===== src/mipc_pkg.sv =====
package mipc_pkg;
  // source count and field widths
  localparam int NUM_SRC       = 8;
  localparam int LVL_W         = 3;
  localparam int IDX_W         = 3;
  localparam int FLG_W         = 8;
  localparam int PC_W          = 20;
  // flag register bit positions
  localparam int FLG_USTACK_POS = 7;
  localparam int FLG_IEN_POS    = 6;
  localparam int FLG_DSTEP_POS  = 2;
  // level codes
  localparam logic [2:0] LVL_OFF   = 3'h0;
  localparam logic [2:0] LVL_MAX   = 3'h7;
  // entry sequence length and first read address
  localparam int ENTRY_CYCLES  = 20;
  localparam logic [19:0] INFO_ADDR = 20'h00000;
  // filter agreement count
  localparam int FILT_MATCH    = 3;
  // accepted source class codes: maskable, special, soft
  localparam logic [1:0] CLS_MASKABLE = 2'h0;
  localparam logic [1:0] CLS_SPECIAL  = 2'h1;
  localparam logic [1:0] CLS_SOFT     = 2'h2;

  typedef enum logic [2:0] {
    MIPC_IDLE  = 3'b000,
    MIPC_INFO  = 3'b001,
    MIPC_PUSH  = 3'b011,
    MIPC_LOAD  = 3'b010,
    MIPC_RET   = 3'b110
  } mipc_state_e;

  // bus cycle driven by the core sequencer
  typedef struct packed {
    logic        rd;
    logic        wr;
    logic [19:0] addr;
    logic [7:0]  wdata;
  } mipc_bus_s;

  // ext pin configuration
  typedef struct packed {
    logic       e0_en;
    logic       e0_both;
    logic       e0_pol;
    logic [1:0] e0_clk_sel;
    logic       e1_edge;
    logic       e1_pin_sel;
    logic       e3_src_sel;
    logic       e3_sync_sel;
    logic [1:0] e3_clk_sel;
  } mipc_ext_cfg_s;
endpackage : mipc_pkg


===== src/mipc_ctrl.sv =====
`timescale 1ns/1ps
// Function
// - request sets flag, accepted entry clears it
// - level zero disables, seven is highest
// - mask n enables levels above n
// - accept needs enable, flag, level above mask
// - judge after instruction end, enter next cycle
// - string instructions suspend for entry
// - entry first reads address zero, clears flag
// - save flags, clear enable, step, stack (stack kept for soft number above 31)
// - push flags, push pc, mask, vector
// - entry takes exactly twenty cycles
// - mask load per source class
// - flags word then pc, byte per step
// - return pops flags and pc
// - highest priority wins, fixed tie order
// - ext0 enable bit and edge selection
// - ext0 three agreeing filter samples
// - ext1 edge bit and pin select
// - ext3 source and sync select
// - ext3 filter aligns to sampling clock
// - port bit shows raw ext3 level
// - ring clock drives ext3 requests
module mipc_ctrl #(
  parameter int N_SRC = mipc_pkg::NUM_SRC
) (
  input  wire logic                          I_CLK,
  input  wire logic                          I_SYS_RST,
  input  wire logic [N_SRC-1:0]              I_SRC_REQ,
  input  wire logic [N_SRC*3-1:0]            I_SRC_LVL,
  input  wire logic [N_SRC-1:0]              I_FLAG_CLR,
  input  wire logic                          I_INSTR_END,
  input  wire logic                          I_STRING_OP,
  input  wire logic                          I_SPECIAL_REQ,
  input  wire logic                          I_SOFT_REQ,
  input  wire logic [5:0]                    I_SOFT_NUM,
  input  wire logic                          I_RETURN_INSTR,
  input  wire logic [7:0]                    I_POP_DATA,
  input  wire logic [7:0]                    I_FLAG_IN,
  input  wire logic [2:0]                    I_MASK_IN,
  input  wire logic                          I_MASK_WR,
  input  wire logic [19:0]                   I_PC,
  input  wire logic [19:0]                   I_VECTOR,
  input  wire mipc_pkg::mipc_ext_cfg_s       I_EXT_CFG,
  input  wire logic                          I_EXT0_INPUT,
  input  wire logic                          I_EXT1_FIRST_PIN,
  input  wire logic                          I_EXT1_SECOND_PIN,
  input  wire logic                          I_EXT3_INPUT,
  input  wire logic [2:0]                    I_SAMPLE_TICK,
  input  wire logic                          I_CAPTURE_TICK,
  input  wire logic                          I_RING_CLK,
  input  wire logic                          I_RING_HALF,
  output logic [N_SRC-1:0]                   O_REQ_FLAG,
  output logic [2:0]                         O_MASK,
  output logic [7:0]                         O_FLAGS,
  output logic [19:0]                        O_PC,
  output logic                               O_PC_LOAD,
  output mipc_pkg::mipc_bus_s                O_BUS,
  output logic                               O_ENTRY_BUSY,
  output logic                               O_SUSPEND,
  output logic [7:0]                         O_INFO,
  output logic                               O_PORT3_LINE3
);
  import mipc_pkg::*;

  initial begin
    if (N_SRC < 4 || N_SRC > 8) $error("N_SRC must be 4..8");
  end

  // sources 0..2 are the external pins, the rest are peripherals
  localparam int E0 = 0;
  localparam int E1 = 1;
  localparam int E3 = 2;

  mipc_state_e state_reg, state_next;
  logic [4:0]       cyc_reg;
  logic [N_SRC-1:0] flag_reg;
  logic [2:0]       mask_reg;
  logic [7:0]       flg_reg, flg_tmp_reg;
  logic [19:0]      pc_reg, ret_pc_reg;
  logic [2:0]       acc_idx_reg, acc_lvl_reg;
  logic [1:0]       acc_cls_reg;
  logic             pc_load_reg, busy_reg, susp_reg, port_reg;
  logic [7:0]       info_reg;
  mipc_bus_s        bus_reg;

  // ext0 filter and edge detect
  logic [1:0] e0_cnt_reg;
  logic       e0_lvl_reg, e0_prev_reg;
  logic       e0_tick, e0_agree, e0_edge;
  assign e0_tick  = (I_EXT_CFG.e0_clk_sel == 2'h0) ? 1'b1 : I_SAMPLE_TICK[I_EXT_CFG.e0_clk_sel-1];
  assign e0_agree = e0_tick && (I_EXT0_INPUT != e0_lvl_reg) && (e0_cnt_reg == 2'(FILT_MATCH-1));
  // both-edge mode fires on any change; else polarity picks rise or fall
  assign e0_edge  = I_EXT_CFG.e0_en && (e0_lvl_reg != e0_prev_reg) &&
                    (I_EXT_CFG.e0_both || (e0_lvl_reg == I_EXT_CFG.e0_pol));

  // ext1 pin route and edge
  logic e1_pin, e1_prev_reg, e1_edge;
  assign e1_pin  = I_EXT_CFG.e1_pin_sel ? I_EXT1_SECOND_PIN : I_EXT1_FIRST_PIN;
  assign e1_edge = (e1_pin != e1_prev_reg) && (e1_pin == I_EXT_CFG.e1_edge);

  // ext3 filter, sync and ring source
  logic [1:0] e3_cnt_reg;
  logic       e3_lvl_reg, e3_prev_reg, e3_pend_reg;
  logic       e3_filt, e3_tick, e3_chg, e3_pin_edge, e3_ring_edge, e3_edge;
  assign e3_filt  = (I_EXT_CFG.e3_clk_sel != 2'h0);
  assign e3_tick  = e3_filt ? I_SAMPLE_TICK[I_EXT_CFG.e3_clk_sel-1] : 1'b1;
  assign e3_chg   = e3_tick && (I_EXT3_INPUT != e3_lvl_reg) &&
                    (!e3_filt || e3_cnt_reg == 2'(FILT_MATCH-1));
  assign e3_pin_edge = (e3_lvl_reg != e3_prev_reg) && !e3_lvl_reg;
  // filtered input is already tick aligned, so it ignores the capture tick
  assign e3_ring_edge = I_RING_HALF ? (I_RING_CLK != e3_prev_reg) : (I_RING_CLK && !e3_prev_reg);
  assign e3_edge  = I_EXT_CFG.e3_src_sel ? e3_ring_edge :
                    (I_EXT_CFG.e3_sync_sel || e3_filt) ? e3_pin_edge :
                    (e3_pend_reg && I_CAPTURE_TICK);

  // raise vector from pins and peripherals
  logic [N_SRC-1:0] raise;
  assign raise = {I_SRC_REQ[N_SRC-1:3], e3_edge, e1_edge, e0_edge};

  // priority judgement: strict level above mask, ties go to lower index
  logic [N_SRC-1:0] elig;
  logic [2:0]       best_lvl, best_idx;
  logic             best_vld;
  genvar g;
  generate
    for (g = 0; g < N_SRC; g++) begin : g_elig
      assign elig[g] = flg_reg[FLG_IEN_POS] && flag_reg[g] &&
                       (I_SRC_LVL[g*3 +: 3] != LVL_OFF) &&
                       (I_SRC_LVL[g*3 +: 3] > mask_reg);
    end
  endgenerate
  always_comb begin
    best_vld = 1'b0;
    best_lvl = LVL_OFF;
    best_idx = 3'h0;
    for (int i = N_SRC-1; i >= 0; i--) begin
      if (elig[i] && I_SRC_LVL[i*3 +: 3] >= best_lvl) begin
        best_vld = 1'b1;
        best_lvl = I_SRC_LVL[i*3 +: 3];
        best_idx = 3'(i);
      end
    end
  end

  // start conditions: special beats soft beats maskable
  logic any_req, start;
  assign any_req = I_SPECIAL_REQ || I_SOFT_REQ || best_vld;
  assign start   = (state_reg == MIPC_IDLE) && any_req && (I_INSTR_END || I_STRING_OP);

  // sequence state transitions
  always_comb begin
    state_next = state_reg;
    case (state_reg)
      MIPC_IDLE: begin
        if (start) state_next = MIPC_INFO;
        else if (I_RETURN_INSTR) state_next = MIPC_RET;
      end
      MIPC_INFO: state_next = MIPC_PUSH;
      MIPC_PUSH: if (cyc_reg == 5'd5) state_next = MIPC_LOAD;
      MIPC_LOAD: if (cyc_reg == 5'(ENTRY_CYCLES-1)) state_next = MIPC_IDLE;
      MIPC_RET:  if (cyc_reg == 5'd4) state_next = MIPC_IDLE;
      default:   state_next = MIPC_IDLE;
    endcase
  end

  // pop address runs one cycle ahead of the byte it fetches, since the
  // stack answers the address that the bus already shows
  logic [19:0] pop_addr;
  assign pop_addr = (state_reg == MIPC_IDLE) ? 20'h00003 :
                    (cyc_reg == 5'd0) ? 20'h00002 : 20'(cyc_reg + 5'd3);

  // push bytes: flags word then low pc, one byte per step
  logic [7:0] push_byte;
  always_comb begin
    case (cyc_reg)
      5'd2:    push_byte = {ret_pc_reg[19:16], 1'b0, mask_reg};
      5'd3:    push_byte = flg_tmp_reg;
      5'd4:    push_byte = ret_pc_reg[15:8];
      default: push_byte = ret_pc_reg[7:0];
    endcase
  end

  // filter and edge history
  always_ff @(posedge I_CLK) begin
    if (I_SYS_RST) begin
      e0_cnt_reg <= 2'h0; e0_lvl_reg <= 1'b1; e0_prev_reg <= 1'b1;
      e1_prev_reg <= 1'b1; e3_cnt_reg <= 2'h0; e3_lvl_reg <= 1'b1;
      e3_prev_reg <= 1'b1; e3_pend_reg <= 1'b0; port_reg <= 1'b1;
    end else begin
      if (e0_tick) e0_cnt_reg <= (I_EXT0_INPUT != e0_lvl_reg && !e0_agree) ? e0_cnt_reg + 2'h1 : 2'h0;
      if (e0_agree) e0_lvl_reg <= I_EXT0_INPUT;
      e0_prev_reg <= e0_lvl_reg;
      e1_prev_reg <= e1_pin;
      if (e3_tick) e3_cnt_reg <= (I_EXT3_INPUT != e3_lvl_reg && !e3_chg) ? e3_cnt_reg + 2'h1 : 2'h0;
      if (e3_chg) e3_lvl_reg <= I_EXT3_INPUT;
      e3_prev_reg <= I_EXT_CFG.e3_src_sel ? I_RING_CLK : e3_lvl_reg;
      e3_pend_reg <= (e3_pend_reg && !I_CAPTURE_TICK) || e3_pin_edge;
      port_reg <= I_EXT3_INPUT;
    end
  end

  // request flags: raise wins over software or entry clear
  logic [N_SRC-1:0] ent_clr;
  assign ent_clr = (state_reg == MIPC_INFO && acc_cls_reg == CLS_MASKABLE) ?
                   (N_SRC'(1) << acc_idx_reg) : '0;
  always_ff @(posedge I_CLK) begin
    if (I_SYS_RST) flag_reg <= '0;
    else flag_reg <= (flag_reg & ~(I_FLAG_CLR | ent_clr)) | raise;
  end

  // sequencer datapath
  always_ff @(posedge I_CLK) begin
    if (I_SYS_RST) begin
      state_reg <= MIPC_IDLE; cyc_reg <= 5'h0; mask_reg <= 3'h0;
      flg_reg <= 8'h00; flg_tmp_reg <= 8'h00; pc_reg <= 20'h00000;
      ret_pc_reg <= 20'h00000; acc_idx_reg <= 3'h0; acc_lvl_reg <= 3'h0;
      acc_cls_reg <= CLS_MASKABLE; pc_load_reg <= 1'b0; busy_reg <= 1'b0;
      susp_reg <= 1'b0; info_reg <= 8'h00; bus_reg <= '0;
    end else begin
      state_reg   <= state_next;
      cyc_reg     <= (state_next == MIPC_IDLE || state_reg == MIPC_IDLE) ? 5'h0 : cyc_reg + 5'h1;
      pc_load_reg <= 1'b0;
      bus_reg     <= '0;
      busy_reg    <= (state_next != MIPC_IDLE);
      if (state_reg == MIPC_IDLE) begin
        if (I_MASK_WR) mask_reg <= I_MASK_IN;
        flg_reg <= I_FLAG_IN;
        pc_reg  <= I_PC;
      end
      if (start) begin
        susp_reg    <= !I_INSTR_END;
        ret_pc_reg  <= I_PC;
        flg_tmp_reg <= I_FLAG_IN;
        acc_cls_reg <= I_SPECIAL_REQ ? CLS_SPECIAL : I_SOFT_REQ ? CLS_SOFT : CLS_MASKABLE;
        acc_idx_reg <= best_idx;
        acc_lvl_reg <= best_lvl;
        flg_reg[FLG_IEN_POS]   <= 1'b0;
        flg_reg[FLG_DSTEP_POS] <= 1'b0;
        if (!(I_SOFT_REQ && !I_SPECIAL_REQ && I_SOFT_NUM[5]))
          flg_reg[FLG_USTACK_POS] <= 1'b0;
        bus_reg.rd   <= 1'b1;
        bus_reg.addr <= INFO_ADDR;
      end
      if (state_reg == MIPC_INFO) begin
        info_reg <= {2'h0, acc_idx_reg, acc_lvl_reg};
        susp_reg <= 1'b0;
      end
      if (state_reg == MIPC_PUSH && cyc_reg >= 5'd2) begin
        bus_reg.wr    <= 1'b1;
        bus_reg.addr  <= 20'(cyc_reg);
        bus_reg.wdata <= push_byte;
      end
      if (state_reg == MIPC_LOAD && cyc_reg == 5'd6) begin
        if (acc_cls_reg == CLS_MASKABLE) mask_reg <= acc_lvl_reg;
        else if (acc_cls_reg == CLS_SPECIAL) mask_reg <= LVL_MAX;
      end
      if (state_reg == MIPC_LOAD && cyc_reg == 5'(ENTRY_CYCLES-1)) begin
        pc_reg      <= I_VECTOR;
        pc_load_reg <= 1'b1;
      end
      if (state_reg == MIPC_IDLE && !start && I_RETURN_INSTR) begin
        bus_reg.rd   <= 1'b1;
        bus_reg.addr <= pop_addr;
      end
      if (state_reg == MIPC_RET) begin
        bus_reg.rd   <= (cyc_reg < 5'd3);
        bus_reg.addr <= pop_addr;
        case (cyc_reg)
          5'd0: flg_reg <= I_POP_DATA;
          5'd1: begin
            mask_reg <= I_POP_DATA[2:0];
            pc_reg[19:16] <= I_POP_DATA[7:4];
          end
          5'd2: pc_reg[15:8] <= I_POP_DATA;
          5'd3: pc_reg[7:0] <= I_POP_DATA;
          default: pc_load_reg <= 1'b1;
        endcase
      end
    end
  end

  assign O_REQ_FLAG    = flag_reg;
  assign O_MASK        = mask_reg;
  assign O_FLAGS       = flg_reg;
  assign O_PC          = pc_reg;
  assign O_PC_LOAD     = pc_load_reg;
  assign O_BUS         = bus_reg;
  assign O_ENTRY_BUSY  = busy_reg;
  assign O_SUSPEND     = susp_reg;
  assign O_INFO        = info_reg;
  assign O_PORT3_LINE3 = port_reg;

  // checks
  a_entry_len: assert property (@(posedge I_CLK) disable iff (I_SYS_RST)
    start |-> ##21 pc_load_reg) else $error("entry not 20 cycles");
  a_info_read: assert property (@(posedge I_CLK) disable iff (I_SYS_RST)
    start |=> bus_reg.rd && bus_reg.addr == INFO_ADDR) else $error("no info read");
  a_flag_set: assert property (@(posedge I_CLK) disable iff (I_SYS_RST)
    raise[E0] |=> flag_reg[E0]) else $error("ext0 flag not set");
  a_accept_gate: assert property (@(posedge I_CLK) disable iff (I_SYS_RST)
    start && !I_SPECIAL_REQ && !I_SOFT_REQ |-> flg_reg[FLG_IEN_POS]) else $error("accept w/o I");
  a_mask_block: assert property (@(posedge I_CLK) disable iff (I_SYS_RST)
    mask_reg == LVL_MAX |-> !best_vld) else $error("mask 7 leaked");
  a_ien_clear: assert property (@(posedge I_CLK) disable iff (I_SYS_RST)
    start |=> !flg_reg[FLG_IEN_POS]) else $error("enable not cleared");
  a_mask_load: assert property (@(posedge I_CLK) disable iff (I_SYS_RST)
    start && best_vld && !I_SPECIAL_REQ && !I_SOFT_REQ |-> ##8 mask_reg == $past(best_lvl, 8))
    else $error("mask not loaded");
  a_port_raw: assert property (@(posedge I_CLK) disable iff (I_SYS_RST)
    1'b1 |=> port_reg == $past(I_EXT3_INPUT)) else $error("port not raw");
endmodule : mipc_ctrl


===== config.mk =====
export PLATFORM = sky130hd
export DESIGN_NAME = mipc_ctrl
export DESIGN_NICKNAME = d
export VERILOG_FILES = /design/src/mipc_pkg.sv /design/src/mipc_ctrl.sv
export SDC_FILE = /design/constraint.sdc
export NUM_CORES = 1
export LEC_CHECK = 0
export ABC_AREA = 1
export BUFFER_PORTS_ARGS = -buffer_cell sky130_fd_sc_hd__buf_2
export CELL_PAD_IN_SITES_DETAIL_PLACEMENT = 1
export CELL_PAD_IN_SITES_GLOBAL_PLACEMENT = 2
export CORE_MARGIN = 3
export CORE_UTILIZATION = 25
export CTS_CLUSTER_DIAMETER = 50
export CTS_CLUSTER_SIZE = 30
export DETAILED_ROUTE_END_ITERATION = 10
export MAX_ROUTING_LAYER = met4
export PLACE_DENSITY_LB_ADDON = 0.1
export REMOVE_ABC_BUFFERS = 1
export SETUP_SLACK_MARGIN = 0.4
export SYNTH_ARGS = -nofsm -noshare
export SYNTH_HDL_FRONTEND = slang
export SYNTH_SLANG_ARGS = --single-unit

===== constraint.sdc =====
create_clock -name I_CLK -period 9.5 [get_ports I_CLK]
set_input_delay 0.95 -clock I_CLK [delete_from_list [all_inputs] [get_ports I_CLK]]
set_output_delay 0.95 -clock I_CLK [all_outputs]
set_load 0.02 [all_outputs]

==> results_dict.tcl <==
set metrics [dict create \
    dieArea_sq_um 30300 \
    grt_pass1_wl_mm 43.6 \
    grt_util_all_layers_pct 18.7 \
    fin_worst_skew_ns 0.0125 \
    multi_input_area_sq_um 4450 \
    synth_cell_types 41 \
    drive_above_1_share_pct 33.3 \
    final.min_clock_period_ns 8.83 \
    drc_errors 0 \
    path_class "in -> reg" \
    vias 7644 \
    htree_levels 4 \
    critPathTopFamily "simple AND/OR/NAND/NOR gates" \
    synth_seq_area_share_pct 33.7 \
    placed_cell_area_sq_um 8720 \
    design_area_sq_um 9980 \
    grt_overflow 0 \
    maxSlewHeadroom_pct 44.7 \
    cp_common_cell "nand2_2" \
    regArea_sq_um 2380 \
    seqPwrFrac_pct 30.6 \
    dp_hpwl_mm 20.6 \
    tritoncts "done" \
    worstPathMaxFanout 5 \
    outcome "finished clean" \
    cts_buffers 17 \
    synth_area_leaders "dfxtp_1 (34%), ha_1 (9.0%), nor2_1 (8.8%)" \
    place_congestion 0.764 \
    cts_root_buffer "clkbuf_16" \
    rsz0062_at_grt "yes" \
    path_clk_slew_ns 0.06 \
    drt_iter0_drc 328 \
    routedWlPerCell_um 17.1 \
    synth_top_area_share_pct 33.7 \
    final_core_util_pct 36.4 \
    vias_per_cell 4.62 \
    switching_power_uw 845 \
    synthTopCellsByCount "nor2_1 (165), nand2_1 (159), dfxtp_1 (119)" \
    internal-power_uw 1290 \
    cts_buffer_depth 2 \
    drt_wl_total_mm 28.3 \
    power_uw 2130 \
    clk_latency_ns 0.42 \
    num-nets-final 1451 \
    yosysMostFrequentCell "nor2_1" \
    setup_violations 0 \
    hold_viol_final 0 \
    ir_drop_uv 109 \
    cp.arrival_ns 9.13 \
    crit_buf_inv 16 \
    pwr-share-clk_pct 30.0 \
    core.rowCount 60 \
    maxCapViolations 0 \
    grt_max_degree 50 \
    ys_ff_latch 119 \
    netlist_area_sq_um 7070 \
    slew_violations 0 \
    cp_slowest_cell "nor4_4" \
    p_leak_uw 0.00467 \
    ant_nets 0 \
    critPathLaunchType "primary input" \
    port_buffers 190 \
    cp.required_ns 9.80 \
    synth-edff-count 0 \
    crit_path_end_kind "flop" \
    core_sq_um 27400 \
    synth_top_cell_by_area "dfxtp_1" \
    pin_count 215 \
    fin_crit_sh_pct 92.9 \
    powerDensity_nw_per_um2 214 \
    start_util_pct 25.8 \
    hold_class "reg -> reg" \
    fillers 3427 \
    sw_frac_of_total_pct 39.6 \
    avgSynthCellArea_sq_um 6.93 \
    area_growth_pct 41.2 \
    yosysWarnings 0 \
    antenna_found_initial 3 \
    cpPeakStageDelay_ns 0.33 \
    synthFlopType "dfxtp_1" \
    ys_async_sr_fraction_pct 0 \
    clock-sinks 119 \
    fmax_ghz 0.113 \
    cts_hold_buf 0 \
    worstMarginPinSlew_ns 0.827 \
    die_h_um 174 \
    firstDrtPassIters 4 \
    synthCells 1020 \
    first_global_vias 7779 \
    die_w_um 174 \
    power_frac_comb_pct 39.4 \
]
[layout by cell type, fill, tap and decap left out, drive strengths merged, types with 6 or more instances in the layout]
cell type    n
a31oi        8
clkbuf      19
o211ai      23
o21ai       92
a221oi       6
nor3        15
a311oi       9
dfxtp      119
nand3       65
a211oi       7
inv        121
nor2       176
a21oi       79
conb        16
ha          51
nand2      177
buf        264
[worst min-delay path, cell delays in order (launching register included)]
cell	delay [ns]
dfxtp_1	0.30
inv_1	0.06
a21oi_1	0.05
[power groups by stage]
stage | clock network, uW | registers (uW) | logic, uW
after global routing | 680 | 668 | 945
final | 640 | 654 | 840
after CTS | 658 | 655 | 775
after floorplan | 0 | 719 | 387
after detailed placement | 0 | 665 | 740
after global placement | 0 | 663 | 729
[metal layers]
metal	track usage, %	part of all wire (%)
met2	31.2	48
met4	3.15	0.76
met1	23.8	47
met3	3.84	3.7
met5	-	0
[final cells by class]
class                   instances  share of cell area [%]
multi-input cells             748                    44.6
repair buffers                266                    16.8
clock inverters                15                    1.40
diodes                          3                  0.0752
clock buffers                  17                    4.26
flip-flops and latches        119                    23.9
well taps                     372                    4.66
inverters                     114                    4.36
[kinds of logic after synthesis]
| family | Yosys count | synth area share [%] |
|---|---|---|
| compound gates | 231 | 18.7 |
| xor+xnor | 6 | 0.743 |
| fa+ha+maj | 51 | 9.02 |
| buf+inv | 169 | 10.5 |
| flops | 119 | 33.7 |
| other cells | 1 | 0.0530 |
| simple gates | 443 | 27.4 |
[stage by stage]
stage          cells  setup slack [ns]  setup TNS, ns  hold slack, ns
6_report        1654             0.670              0           0.454
5_1_grt         1654           -0.0528         -0.690           0.492
4_1_cts         1640             0.415              0           0.458
3_5_place_dp    1602            -0.641         -25.17           0.449
3_3_place_gp    1602            -0.416         -14.60           0.442
2_1_floorplan    980             0.113              0           0.432
[repair_timing]
item,CTS,global route
setup buffers,4,9
gates resized for setup,26,111
gates cloned,2,2
pin swaps,8,65
endpoints found under the setup margin,47,47
[final timing paths]
kind | from | to | slack, ns | cells past startpoint
worst max-delay path | I_SRC_LVL[23] | O_ENTRY_BUSY$_SDFF_PP0_ | 0.67 | 77
worst min-delay path | ret_pc_reg[10]$_SDFFE_PP0P_ | ret_pc_reg[10]$_SDFFE_PP0P_ | 0.45 | 2
worst max register to register | O_MASK[2]$_SDFF_PP0_ | O_ENTRY_BUSY$_SDFF_PP0_ | 0.81 | 77
worst min register to register | ret_pc_reg[10]$_SDFFE_PP0P_ | ret_pc_reg[10]$_SDFFE_PP0P_ | 0.45 | 2
Note: power is estimated with default switching activity, not from simulation.
